`config.mk`:
```
export PLATFORM = sky130hd
export DESIGN_NAME = bbr_remapper
export DESIGN_NICKNAME = d
export VERILOG_FILES = /design/src/bbr_pkg.sv /design/src/bbr_addr_decode.sv /design/src/bbr_bit_lane.sv /design/src/bbr_remapper.sv
export SDC_FILE = /design/constraint.sdc
export NUM_CORES = 1
export LEC_CHECK = 0
export BUFFER_PORTS_ARGS = -buffer_cell sky130_fd_sc_hd__buf_4
export CAP_MARGIN = 20
export CORE_AREA = 2 2 121 123
export DETAILED_ROUTE_END_ITERATION = 10
export DIE_AREA = 0 0 123 125
export GPL_ROUTABILITY_DRIVEN = 0
export PLACE_DENSITY = 0.87
export SLEW_MARGIN = 40
export SYNTH_ARGS = -nofsm -noshare
export SYNTH_HDL_FRONTEND = slang
export SYNTH_HIERARCHICAL = 1
export SYNTH_SLANG_ARGS = --single-unit
```
`constraint.sdc`:
```
create_clock -name clk_i -period 2.4 [get_ports clk_i]
set_clock_uncertainty 0.1 [all_clocks]
set_input_delay 0.6 -clock clk_i [delete_from_list [all_inputs] [get_ports clk_i]]
set_output_delay 0.6 -clock clk_i [all_outputs]
set_load 0.1 [all_outputs]
```
`src/bbr_pkg.sv`:
```
// Constants for the bit-band alias remapper
// Functional notes
// - Each 32-MB alias word controls exactly one bit of the 1-MB region.
// - Direct accesses to 0x2000_0000..0x2000_7fff pass as plain SRAM accesses.
// - SRAM alias data accesses are remapped; instruction fetches pass unremapped.
// - Direct accesses to 0x4000_0000..0x400f_ffff pass as plain peripheral accesses.
// - Peripheral alias data accesses are remapped; instruction fetches are refused.
// - Alias writes are done as read, single-bit change, then write-back.
// - Remapped access keeps the alias access size: word, halfword or byte.
// - Alias address equals alias base plus byte offset times 32 plus bit times 4.
// - Target bit number 0..7 comes from alias address bits above word offset.
// - Bit 0 of the alias write value is stored into the target bit.
// - Bits 31..1 of the alias write value have no effect.
// - Alias reads return 0x0000_0000 for clear and 0x0000_0001 for set.
// - Multi-byte data is little-endian, lowest byte at lowest address.
package bbr_pkg;

  localparam logic [31:0] SRAM_BAND_BASE = 32'h2000_0000;
  localparam logic [31:0] SRAM_BAND_LAST = 32'h2000_7fff;
  localparam logic [31:0] SRAM_ALIAS_BASE = 32'h2200_0000;
  localparam logic [31:0] SRAM_ALIAS_LAST = 32'h220f_ffff;
  localparam logic [31:0] PERI_BAND_BASE = 32'h4000_0000;
  localparam logic [31:0] PERI_BAND_LAST = 32'h400f_ffff;
  localparam logic [31:0] PERI_ALIAS_BASE = 32'h4200_0000;
  localparam logic [31:0] PERI_ALIAS_LAST = 32'h43ff_ffff;

  // A 32-MB alias window is selected by address bits 31..25
  localparam logic [31:0] ALIAS_WIN_MASK = 32'hfe00_0000;
  // 1-MB byte offset sits in alias bits 24..5, bit number in 4..2
  localparam int BYTE_OFF_LSB = 5;
  localparam int BYTE_OFF_MSB = 24;
  localparam int BIT_NUM_LSB = 2;
  localparam int BIT_NUM_MSB = 4;
  localparam logic [31:0] ALIAS_STRIDE = 32'h0000_0020;
  localparam logic [31:0] BIT_STRIDE = 32'h0000_0004;

  localparam logic [1:0] SIZE_BYTE = 2'h0;
  localparam logic [1:0] SIZE_HALF = 2'h1;
  localparam logic [1:0] SIZE_WORD = 2'h2;

  localparam logic [31:0] ALIAS_READ_CLR = 32'h0000_0000;
  localparam logic [31:0] ALIAS_READ_SET = 32'h0000_0001;

endpackage

```
`src/bbr_addr_decode.sv`:
```
// Alias window decoder and bit-band target address generator
`timescale 1ns/1ps
module bbr_addr_decode
(
  // Incoming access
  input wire logic [31:0] addr_i,
  input wire logic [1:0] size_i,
  input wire logic instr_i,
  // Decode result
  output logic is_alias_o,
  output logic refuse_o,
  output logic [31:0] tgt_addr_o,
  output logic [4:0] bitpos_o
);

  logic in_sram_alias;
  logic in_peri_alias;
  logic [19:0] byte_off;
  logic [2:0] bit_num;
  logic [31:0] byte_addr;

  // SRAM band addresses miss the alias decode
  assign in_sram_alias =
    (addr_i & bbr_pkg::ALIAS_WIN_MASK) == bbr_pkg::SRAM_ALIAS_BASE;
  // peripheral band addresses miss the alias decode
  assign in_peri_alias =
    (addr_i & bbr_pkg::ALIAS_WIN_MASK) == bbr_pkg::PERI_ALIAS_BASE;

  // byte offset and bit number recovered from alias address
  assign byte_off = addr_i[bbr_pkg::BYTE_OFF_MSB:bbr_pkg::BYTE_OFF_LSB];
  // bit number 0..7 above the word offset
  assign bit_num = addr_i[bbr_pkg::BIT_NUM_MSB:bbr_pkg::BIT_NUM_LSB];

  // SRAM alias fetches fall through unremapped
  assign is_alias_o = (in_sram_alias || in_peri_alias) && !instr_i;
  assign refuse_o = in_peri_alias && instr_i;

  // one alias word lands on one byte of the 1-MB region
  assign byte_addr = (in_peri_alias ? bbr_pkg::PERI_BAND_BASE
                                    : bbr_pkg::SRAM_BAND_BASE)
                     | {12'h000, byte_off};

  // underlying access is aligned to the alias access size
  always_comb
  begin
    tgt_addr_o = byte_addr;
    if (size_i == bbr_pkg::SIZE_WORD)
    begin
      tgt_addr_o[1:0] = 2'h0;
    end
    else if (size_i == bbr_pkg::SIZE_HALF)
    begin
      tgt_addr_o[0] = 1'b0;
    end
  end

  // byte lane of the bus follows the low address bits
  assign bitpos_o = {byte_addr[1:0], bit_num};

endmodule

```
`src/bbr_bit_lane.sv`:
```
// Single-bit extract and insert on a little-endian 32-bit data bus
`timescale 1ns/1ps
module bbr_bit_lane
(
  // Data word and position
  input wire logic [31:0] word_i,
  input wire logic [4:0] bitpos_i,
  input wire logic new_bit_i,
  // Results
  output logic bit_o,
  output logic [31:0] merged_o
);

  // lane n carries the byte at address offset n
  assign bit_o = word_i[bitpos_i];

  // only the target bit changes, the rest is written back as read
  always_comb
  begin
    merged_o = word_i;
    merged_o[bitpos_i] = new_bit_i;
  end

endmodule

```
`src/bbr_remapper.sv`:
```
// Bit-band alias remapper between a bus master and the memory bus
`timescale 1ns/1ps
module bbr_remapper
(
  // Clock and reset
  input wire logic clk_i,
  input wire logic reset_n_i,
  // Upstream request
  input wire logic req_valid_i,
  input wire logic req_write_i,
  input wire logic req_instr_i,
  input wire logic [1:0] req_size_i,
  input wire logic [31:0] req_addr_i,
  input wire logic [31:0] req_wdata_i,
  output logic req_ready_o,
  // Upstream response
  output logic resp_valid_o,
  output logic resp_err_o,
  output logic [31:0] resp_rdata_o,
  // Downstream command
  output logic mem_valid_o,
  output logic mem_write_o,
  output logic [1:0] mem_size_o,
  output logic [31:0] mem_addr_o,
  output logic [31:0] mem_wdata_o,
  input wire logic mem_ready_i,
  // Downstream response
  input wire logic mem_resp_i,
  input wire logic mem_err_i,
  input wire logic [31:0] mem_rdata_i
);

  typedef enum logic [1:0] {
    BBR_IDLE,
    BBR_CMD,
    BBR_WAIT,
    BBR_RESP
  } bbr_state_t;

  typedef struct packed {
    bbr_state_t state;
    logic ready;
    logic resp_valid;
    logic resp_err;
    logic [31:0] resp_rdata;
    logic mem_valid;
    logic mem_write;
    logic [1:0] mem_size;
    logic [31:0] mem_addr;
    logic [31:0] mem_wdata;
    logic is_alias;
    logic is_wr;
    logic [31:0] up_addr;
    logic [31:0] up_wdata;
    logic [4:0] bitpos;
    logic [31:0] rd_word;
  } bbr_regs_t;

  bbr_regs_t st_r;
  bbr_regs_t st_nxt;

  logic dec_alias;
  logic dec_refuse;
  logic [31:0] dec_addr;
  logic [4:0] dec_bitpos;
  logic lane_bit;
  logic [31:0] lane_merged;

  bbr_addr_decode u_decode
  (
    .addr_i(req_addr_i),
    .size_i(req_size_i),
    .instr_i(req_instr_i),
    .is_alias_o(dec_alias),
    .refuse_o(dec_refuse),
    .tgt_addr_o(dec_addr),
    .bitpos_o(dec_bitpos)
  );

  // the new bit value is bit 0 of the captured write data
  bbr_bit_lane u_lane
  (
    .word_i(mem_rdata_i),
    .bitpos_i(st_r.bitpos),
    .new_bit_i(st_r.up_wdata[0]),
    .bit_o(lane_bit),
    .merged_o(lane_merged)
  );

  always_comb
  begin
    st_nxt = st_r;
    unique case (st_r.state)
      BBR_IDLE:
      begin
        if (req_valid_i && st_r.ready)
        begin
          st_nxt.ready = 1'b0;
          st_nxt.is_alias = dec_alias;
          st_nxt.is_wr = req_write_i;
          st_nxt.up_addr = req_addr_i;
          st_nxt.up_wdata = req_wdata_i;
          st_nxt.bitpos = dec_bitpos;
          if (dec_refuse)
          begin
            // fetch from peripheral alias answers with an error
            st_nxt.resp_valid = 1'b1;
            st_nxt.resp_err = 1'b1;
            st_nxt.resp_rdata = bbr_pkg::ALIAS_READ_CLR;
            st_nxt.state = BBR_RESP;
          end
          else
          begin
            st_nxt.mem_valid = 1'b1;
            // size passes through in both paths
            st_nxt.mem_size = req_size_i;
            if (dec_alias)
            begin
              // alias access always begins with a read
              st_nxt.mem_write = 1'b0;
              st_nxt.mem_addr = dec_addr;
              st_nxt.mem_wdata = req_wdata_i;
            end
            else
            begin
              // address, size and data forwarded untouched
              st_nxt.mem_write = req_write_i;
              st_nxt.mem_addr = req_addr_i;
              st_nxt.mem_wdata = req_wdata_i;
            end
            st_nxt.state = BBR_CMD;
          end
        end
      end
      BBR_CMD:
      begin
        if (mem_ready_i)
        begin
          st_nxt.mem_valid = 1'b0;
          st_nxt.state = BBR_WAIT;
        end
      end
      BBR_WAIT:
      begin
        if (mem_resp_i)
        begin
          if (mem_err_i)
          begin
            st_nxt.resp_valid = 1'b1;
            st_nxt.resp_err = 1'b1;
            st_nxt.resp_rdata = bbr_pkg::ALIAS_READ_CLR;
            st_nxt.state = BBR_RESP;
          end
          else if (st_r.is_alias && st_r.is_wr && !st_r.mem_write)
          begin
            // write back the read word with one bit changed
            // upper write bits never reach the merged word
            st_nxt.rd_word = mem_rdata_i;
            st_nxt.mem_valid = 1'b1;
            st_nxt.mem_write = 1'b1;
            st_nxt.mem_wdata = lane_merged;
            st_nxt.state = BBR_CMD;
          end
          else
          begin
            st_nxt.resp_valid = 1'b1;
            st_nxt.resp_err = 1'b0;
            if (st_r.is_wr)
            begin
              st_nxt.resp_rdata = bbr_pkg::ALIAS_READ_CLR;
            end
            else if (st_r.is_alias)
            begin
              // alias read returns 0 or 1 only
              st_nxt.resp_rdata = lane_bit ? bbr_pkg::ALIAS_READ_SET
                                           : bbr_pkg::ALIAS_READ_CLR;
            end
            else
            begin
              st_nxt.resp_rdata = mem_rdata_i;
            end
            st_nxt.state = BBR_RESP;
          end
        end
      end
      BBR_RESP:
      begin
        st_nxt.resp_valid = 1'b0;
        st_nxt.resp_err = 1'b0;
        st_nxt.ready = 1'b1;
        st_nxt.state = BBR_IDLE;
      end
    endcase
  end

  always_ff @(posedge clk_i or negedge reset_n_i)
  begin
    if (!reset_n_i)
    begin
      st_r <= '{state: BBR_IDLE, ready: 1'b1, resp_valid: 1'b0,
                resp_err: 1'b0, resp_rdata: 32'h0000_0000,
                mem_valid: 1'b0, mem_write: 1'b0, mem_size: 2'h0,
                mem_addr: 32'h0000_0000, mem_wdata: 32'h0000_0000,
                is_alias: 1'b0, is_wr: 1'b0, up_addr: 32'h0000_0000,
                up_wdata: 32'h0000_0000, bitpos: 5'h00,
                rd_word: 32'h0000_0000};
    end
    else
    begin
      st_r <= st_nxt;
    end
  end

  assign req_ready_o = st_r.ready;
  assign resp_valid_o = st_r.resp_valid;
  assign resp_err_o = st_r.resp_err;
  assign resp_rdata_o = st_r.resp_rdata;
  assign mem_valid_o = st_r.mem_valid;
  assign mem_write_o = st_r.mem_write;
  assign mem_size_o = st_r.mem_size;
  assign mem_addr_o = st_r.mem_addr;
  assign mem_wdata_o = st_r.mem_wdata;

  logic [31:0] chk_band;
  logic [31:0] chk_alias;
  logic [31:0] chk_byte;
  assign chk_band = (st_r.up_addr[30]) ? bbr_pkg::PERI_BAND_BASE
                                       : bbr_pkg::SRAM_BAND_BASE;
  assign chk_byte = chk_band
    | {12'h000, st_r.mem_addr[19:2], st_r.bitpos[4:3]};
  assign chk_alias = (st_r.up_addr & bbr_pkg::ALIAS_WIN_MASK)
    + (chk_byte - chk_band) * bbr_pkg::ALIAS_STRIDE
    + {29'h0, st_r.bitpos[2:0]} * bbr_pkg::BIT_STRIDE;
endmodule

```
---- After elaboration in Yosys (flattened, before gate mapping) ----
Cells that the tools add are included.
operators by class
  equal/unequal tests ..................... 15
  reduce and logical (&&, ||, !) cells .... 22
  magnitude comparators ................... 2
  bitwise gates (word level) .............. 2
  mux-type cells .......................... 38
operators by type and width
  kind                count
  $mux 176            1
  $mux 32             5
  $pmux 32 s2         2
  $mux 34             3
  $mux 68             1
  $mux 64             1
  $mux 36             1
  $bwmux 32           1
  $or 32x20->32       1
  $mux 31             1
  $mux 2              7
  $ne 2x2->1 const B  7
  $reduce_and 5->1    2
  $mux 1              8
  $pmux 2 s4          1
  $eq 7x5->1 const B  1
  $eq 7x6->1 const B  1
  $reduce_and 7->1    1
  $eq 2x2->1 const B  3
  $logic_and 1x1->1   6
  $lt 5x6->1 const B  1
  $pmux 2 s3          1
  $reduce_and 3->1    2
  $reduce_and 6->1    1
  14 further kinds    20
word-level totals
  logic and storage cells ................. 94
  bits in registers ....................... 176
  output and inout port bits .............. 103
  bits of input ports ..................... 106

---- Longest topological paths before layout ----
  word-level depth ........................ 9
  depth in mapped cells ................... 9
  mapped depth without buffers ............ 7

---- Cells and area by module ----
The synthesis kept the hierarchy.
modules (own cells, without submodules)
  module           area each (um^2)  times used  sequential area each (um^2)  cells each
  bbr_remapper     6070.8            1           2829.0                       529
  bbr_bit_lane     937.1             1           0.0                          124
  bbr_addr_decode  352.8             1           0.0                          47

---- Worst setup path before layout ----
Ideal clock, no wire load.
  path kind ............................... in2reg
  from .................................... input port req_addr_i[26]
  to ...................................... register st_r (netlist bit mem_wdata_o[10])
  buffers on the path ..................... 1
  data required time ...................... 2175 ps
  setup time .............................. 125 ps
  arrival time ............................ 2548 ps
  slack ................................... -373 ps
  stages on the path ...................... 6
  path through ............................ or4b_4 -> nor4_1 -> nand2_1 -> nand3_4 -> buf_6 -> mux2_4
on the way
  word-level cells in the longest chain between the ends .. 4
RTL lines
  element                     RTL line               source
  from (decl)                 bbr_remapper.sv:13     input wire logic [31:0] req_addr_i,
  $eq 7x6->1                  bbr_addr_decode.sv:27  (addr_i & bbr_pkg::ALIAS_WIN_MASK) == bbr_pkg::PERI_ALIAS_BASE;
  $logic_and 1x1->1           bbr_addr_decode.sv:36  assign refuse_o = in_peri_alias && instr_i;
  net dec_refuse              bbr_remapper.sv:63     logic dec_refuse;
  $ne 2x2->1 (no line)        -
  $reduce_and 6->1 (no line)  -
  to (signal assigned)        bbr_remapper.sv:200    st_r <= '{state: BBR_IDLE, ready: 1'b1, resp_valid: 1'b0,
  to (signal assigned)        bbr_remapper.sv:210    st_r <= st_nxt;
  to (decl)                   bbr_remapper.sv:59     bbr_regs_t st_r;
The timed path passes the listed nets, and every way through them passes these cells.
A chain may end at the register's enable or synchronous reset.

---- Worst setup path in the final report ----
  from .................................... input port req_addr_i[26]
  to ...................................... register st_r (netlist bit mem_wdata_o[20])
Same word-level chain as after synthesis.

==> flow_summary_export.csv <==
group,metric,value,unit
job,drv_cap,0,
global_routing,grt_remaining_overflow,0,
cells_and_area,drive_gt1_share,49.6,%
routing,via_count,5494,
routing,top_layer_used,"met4",
cells_and_area,stdcell_count,995,
clock_tree,cts-buffers-inserted,17,
placement,dp_cells,963,
cells_and_area,multi_input_comb_area,0.00335,mm2
sta,hold_viol,0,
synthesis,synth.distinct_cells,57,
synthesis,synth_common_cells,"133 x buf_4, 112 x dfrtp_1, 52 x nand2_1",
routing,drc_errors,0,
placement,dpl_cell_area,0.00844,mm2
setup_path,slowest_stage,"or4b_4",
outcome,status,"finished clean",
sta,setup_violations,0,
cells_and_area,antenna_cells,0,
placement,hpwl,14100,um
sta,fmax,439,MHz
synthesis,yosys-top-cells-area,"dfrtp_1 38%, buf_4 14%, mux2_2 6.4%",
cells_and_area,num-nets-final,908,
clock_tree,cts.sinks,113,
clock_tree,cts_resized,0,
cells_and_area,design_area,0.00903,mm2
cells_and_area,n_fill_cell,1163,
global_routing,grt_use_total,25.4,%
routing,drt_iter0_markers,251,
synthesis,synth_cells,700,
clock_tree,h-tree-depth,4,
routing,vias_per_cell,5.52,
setup_path,endpoint_kind,"flop",
floorplan,coreArea,0.0142,mm2
synthesis,synth_edf_count,0,
synthesis,yosysMostFrequentCell,"buf_4",
sta,finalCritPeriodShare,94.9,%
cells_and_area,regArea,0.00283,mm2
floorplan,die_area,0.0154,mm2
synthesis,ys_async_sr_fraction,100,%
synthesis,synth_top_area_share,38.1,%
setup_path,crit_type,"in2reg",
min_path,min_path_type,"in2async",
routing,drt.antenna.violating_nets,0,
floorplan,die_height,125,um
clock_tree,clock_latency,420,ps
setup_path,cp_num_buf_inv,3,
clock_tree,clock_path_buffers,2,
global_routing,grt_start_max_net_pins,55,
routing,wl_met2,9320,um
synthesis,yosysWarnings,6,
setup_path,cp_cell_sequence,"buf_4, or4b_4, nor4_4, buf_4, nand2_1, nand3_4, buf_12, mux2_4",
routing,firstDrtPassIters,5,
clock_tree,path_clk_slew,60,ps
synthesis,synth.cell_area,0.00736,mm2
synthesis,avgSynthCellArea,10.5,um2
setup_path,cpMostUsedCell,"buf_4",
synthesis,ys.flop_type,"dfrtp_1",
sta,period_needed,2280,ps
routing,wl_per_cell,19.0,um
placement,port_buffers,208,
floorplan,ios,209,
floorplan,rows,44,
global_routing,grt_pass1_vias,5593,
clock_tree,cts-root-buf,"clkbuf_16",
routing,wl_met3,1640,um
floorplan,die_w,123,um
routing,totalWireLength,18900,um
global_routing,antenna_found_initial,0,
routing,wl_met1,7410,um
synthesis,ys_ff_latch,113,
synthesis,ys_seq_area_share,38.4,%
setup_path,critPathTopFamily,"simple AND/OR/NAND/NOR gates",
clock_tree,cts_hold_buf,0,
sta,drv_slew,0,
setup_path,cp_slowest_stage_delay,560,ps
global_routing,grt_pass1_wl,30000,um
sta,rsz0062_at_grt,"false",
clock_tree,cts_tree,"yes",
setup_path,crit_path_start_kind,"primary input",
floorplan,start_util,51.8,%
setup_path,crit_fanout,15,
clock_tree,postCtsSetupBuffers,0,
synthesis,yosysTopAreaCell,"dfrtp_1",
setup_path,arrival,2480,ps
cells_and_area,area_delta_synth_final,22.7,%
setup_path,crit_required,2600,ps
[worst paths after layout]
kind,startpoint,to,slack (ps),cells after the start
setup / recovery,req_addr_i[26],mem_wdata_o[20],120,8
hold / removal,reset_n_i,mem_wdata_o[7],40,1
setup reg to reg,st_r[206],resp_rdata_o[24],130,8
hold reg to reg,mem_addr_o[21],mem_addr_o[21],380,2
max in group asynchronous,reset_n_i,req_ready_o,1490,2
min in group clk_i,req_write_i,st_r[101],340,2
[placed cells by master, fill, tap and decap left out, drive strengths merged, types with 2 or more instances in the layout]
| master | Yosys | routed |
|---|---|---|
| a21bo | 31 | 31 |
| mux4 | 3 | 3 |
| ha | 4 | 4 |
| o22ai | 4 | 4 |
| or4b | 3 | 3 |
| nand2 | 53 | 53 |
| nand3 | 10 | 10 |
| o21ai | 40 | 40 |
| conb | 1 | 10 |
| bufinv | 0 | 2 |
| buf | 154 | 246 |
| nand3b | 3 | 3 |
| a22o | 32 | 32 |
| nor2 | 20 | 20 |
| xnor2 | 2 | 2 |
| or3b | 3 | 3 |
| nand4 | 31 | 31 |
| mux2 | 72 | 72 |
| nor3b | 3 | 3 |
| nor2b | 3 | 3 |
| clkinv | 0 | 3 |
| dfrtp | 112 | 112 |
| clkbuf | 22 | 23 |
| inv | 9 | 9 |
| nor3 | 13 | 13 |
| nor4b | 2 | 2 |
| clkinvlp | 0 | 4 |
| a21oi | 6 | 6 |
| nand2b | 2 | 2 |
| nor4 | 2 | 2 |
| o31ai | 3 | 3 |
| mux2i | 43 | 43 |
[kinds of logic after synthesis]
family,count (synthesis),share of synthesized area [%]
buf+inv,185,17.0
simple gates,153,11.3
compound gates,124,13.0
mux,118,19.3
flops,113,38.4
fa+ha+maj,4,0.680
xor+xnor,2,0.238
other cells,1,0.0509
[flip-flops by register name (all words and copies together) (netlist names)]
signal / cells
mem_addr_o: 32
mem_wdata_o: 32
resp_rdata_o: 32
st_r: 10
mem_size_o: 2
mem_valid_o: 1
mem_write_o: 1
req_ready_o: 1
resp_err_o: 1
resp_valid_o: 1
[worst reg2reg max path: stages (launching register included)]
cell and delay [ps]:
dfrtp_1 400, inv_1 80, ha_2 270, nor2b_1 210, a211oi_4 340, buf_12 240, nand2_2 100, buf_12 170
a21bo_2 250
[per-stage QoR]
step / hold slack [ps] / util, % / setup TNS [ps] / worst slack [ps]
2_1_floorplan: 204 / - / -3200 / -77.2
3_3_place_gp: 362 / 59.4 / -16270 / -247
3_5_place_dp: 371 / 59.4 / -19660 / -311
4_1_cts: 43.0 / 63.6 / 0 / 25.8
5_1_grt: 71.8 / 63.6 / 0 / 31.2
6_report: 40.1 / 63.6 / 0 / 122
[layer usage]
| metal | track usage, % | vias to the layer above |
|---|---|---|
| li1 | - | 2552 |
| met1 | 30.6 | 2656 |
| met2 | 41.6 | 247 |
| met3 | 8.44 | 39 |
| met4 | 10.2 | 0 |
| met5 | 0 | - |
[cell type report]
cell class / instances / area share (%)
clock inverter: 9 / 1.16
timing repair buffer: 246 / 22.1
sequential: 113 / 31.3
multi-input combinational: 411 / 37.1
tap: 184 / 2.55
clock buffer: 23 / 5.40
inverter: 9 / 0.374
Power is left out: the tool's default activity adds up to more than one toggle a clock period on the data nets, which glitch-free logic cannot reach.
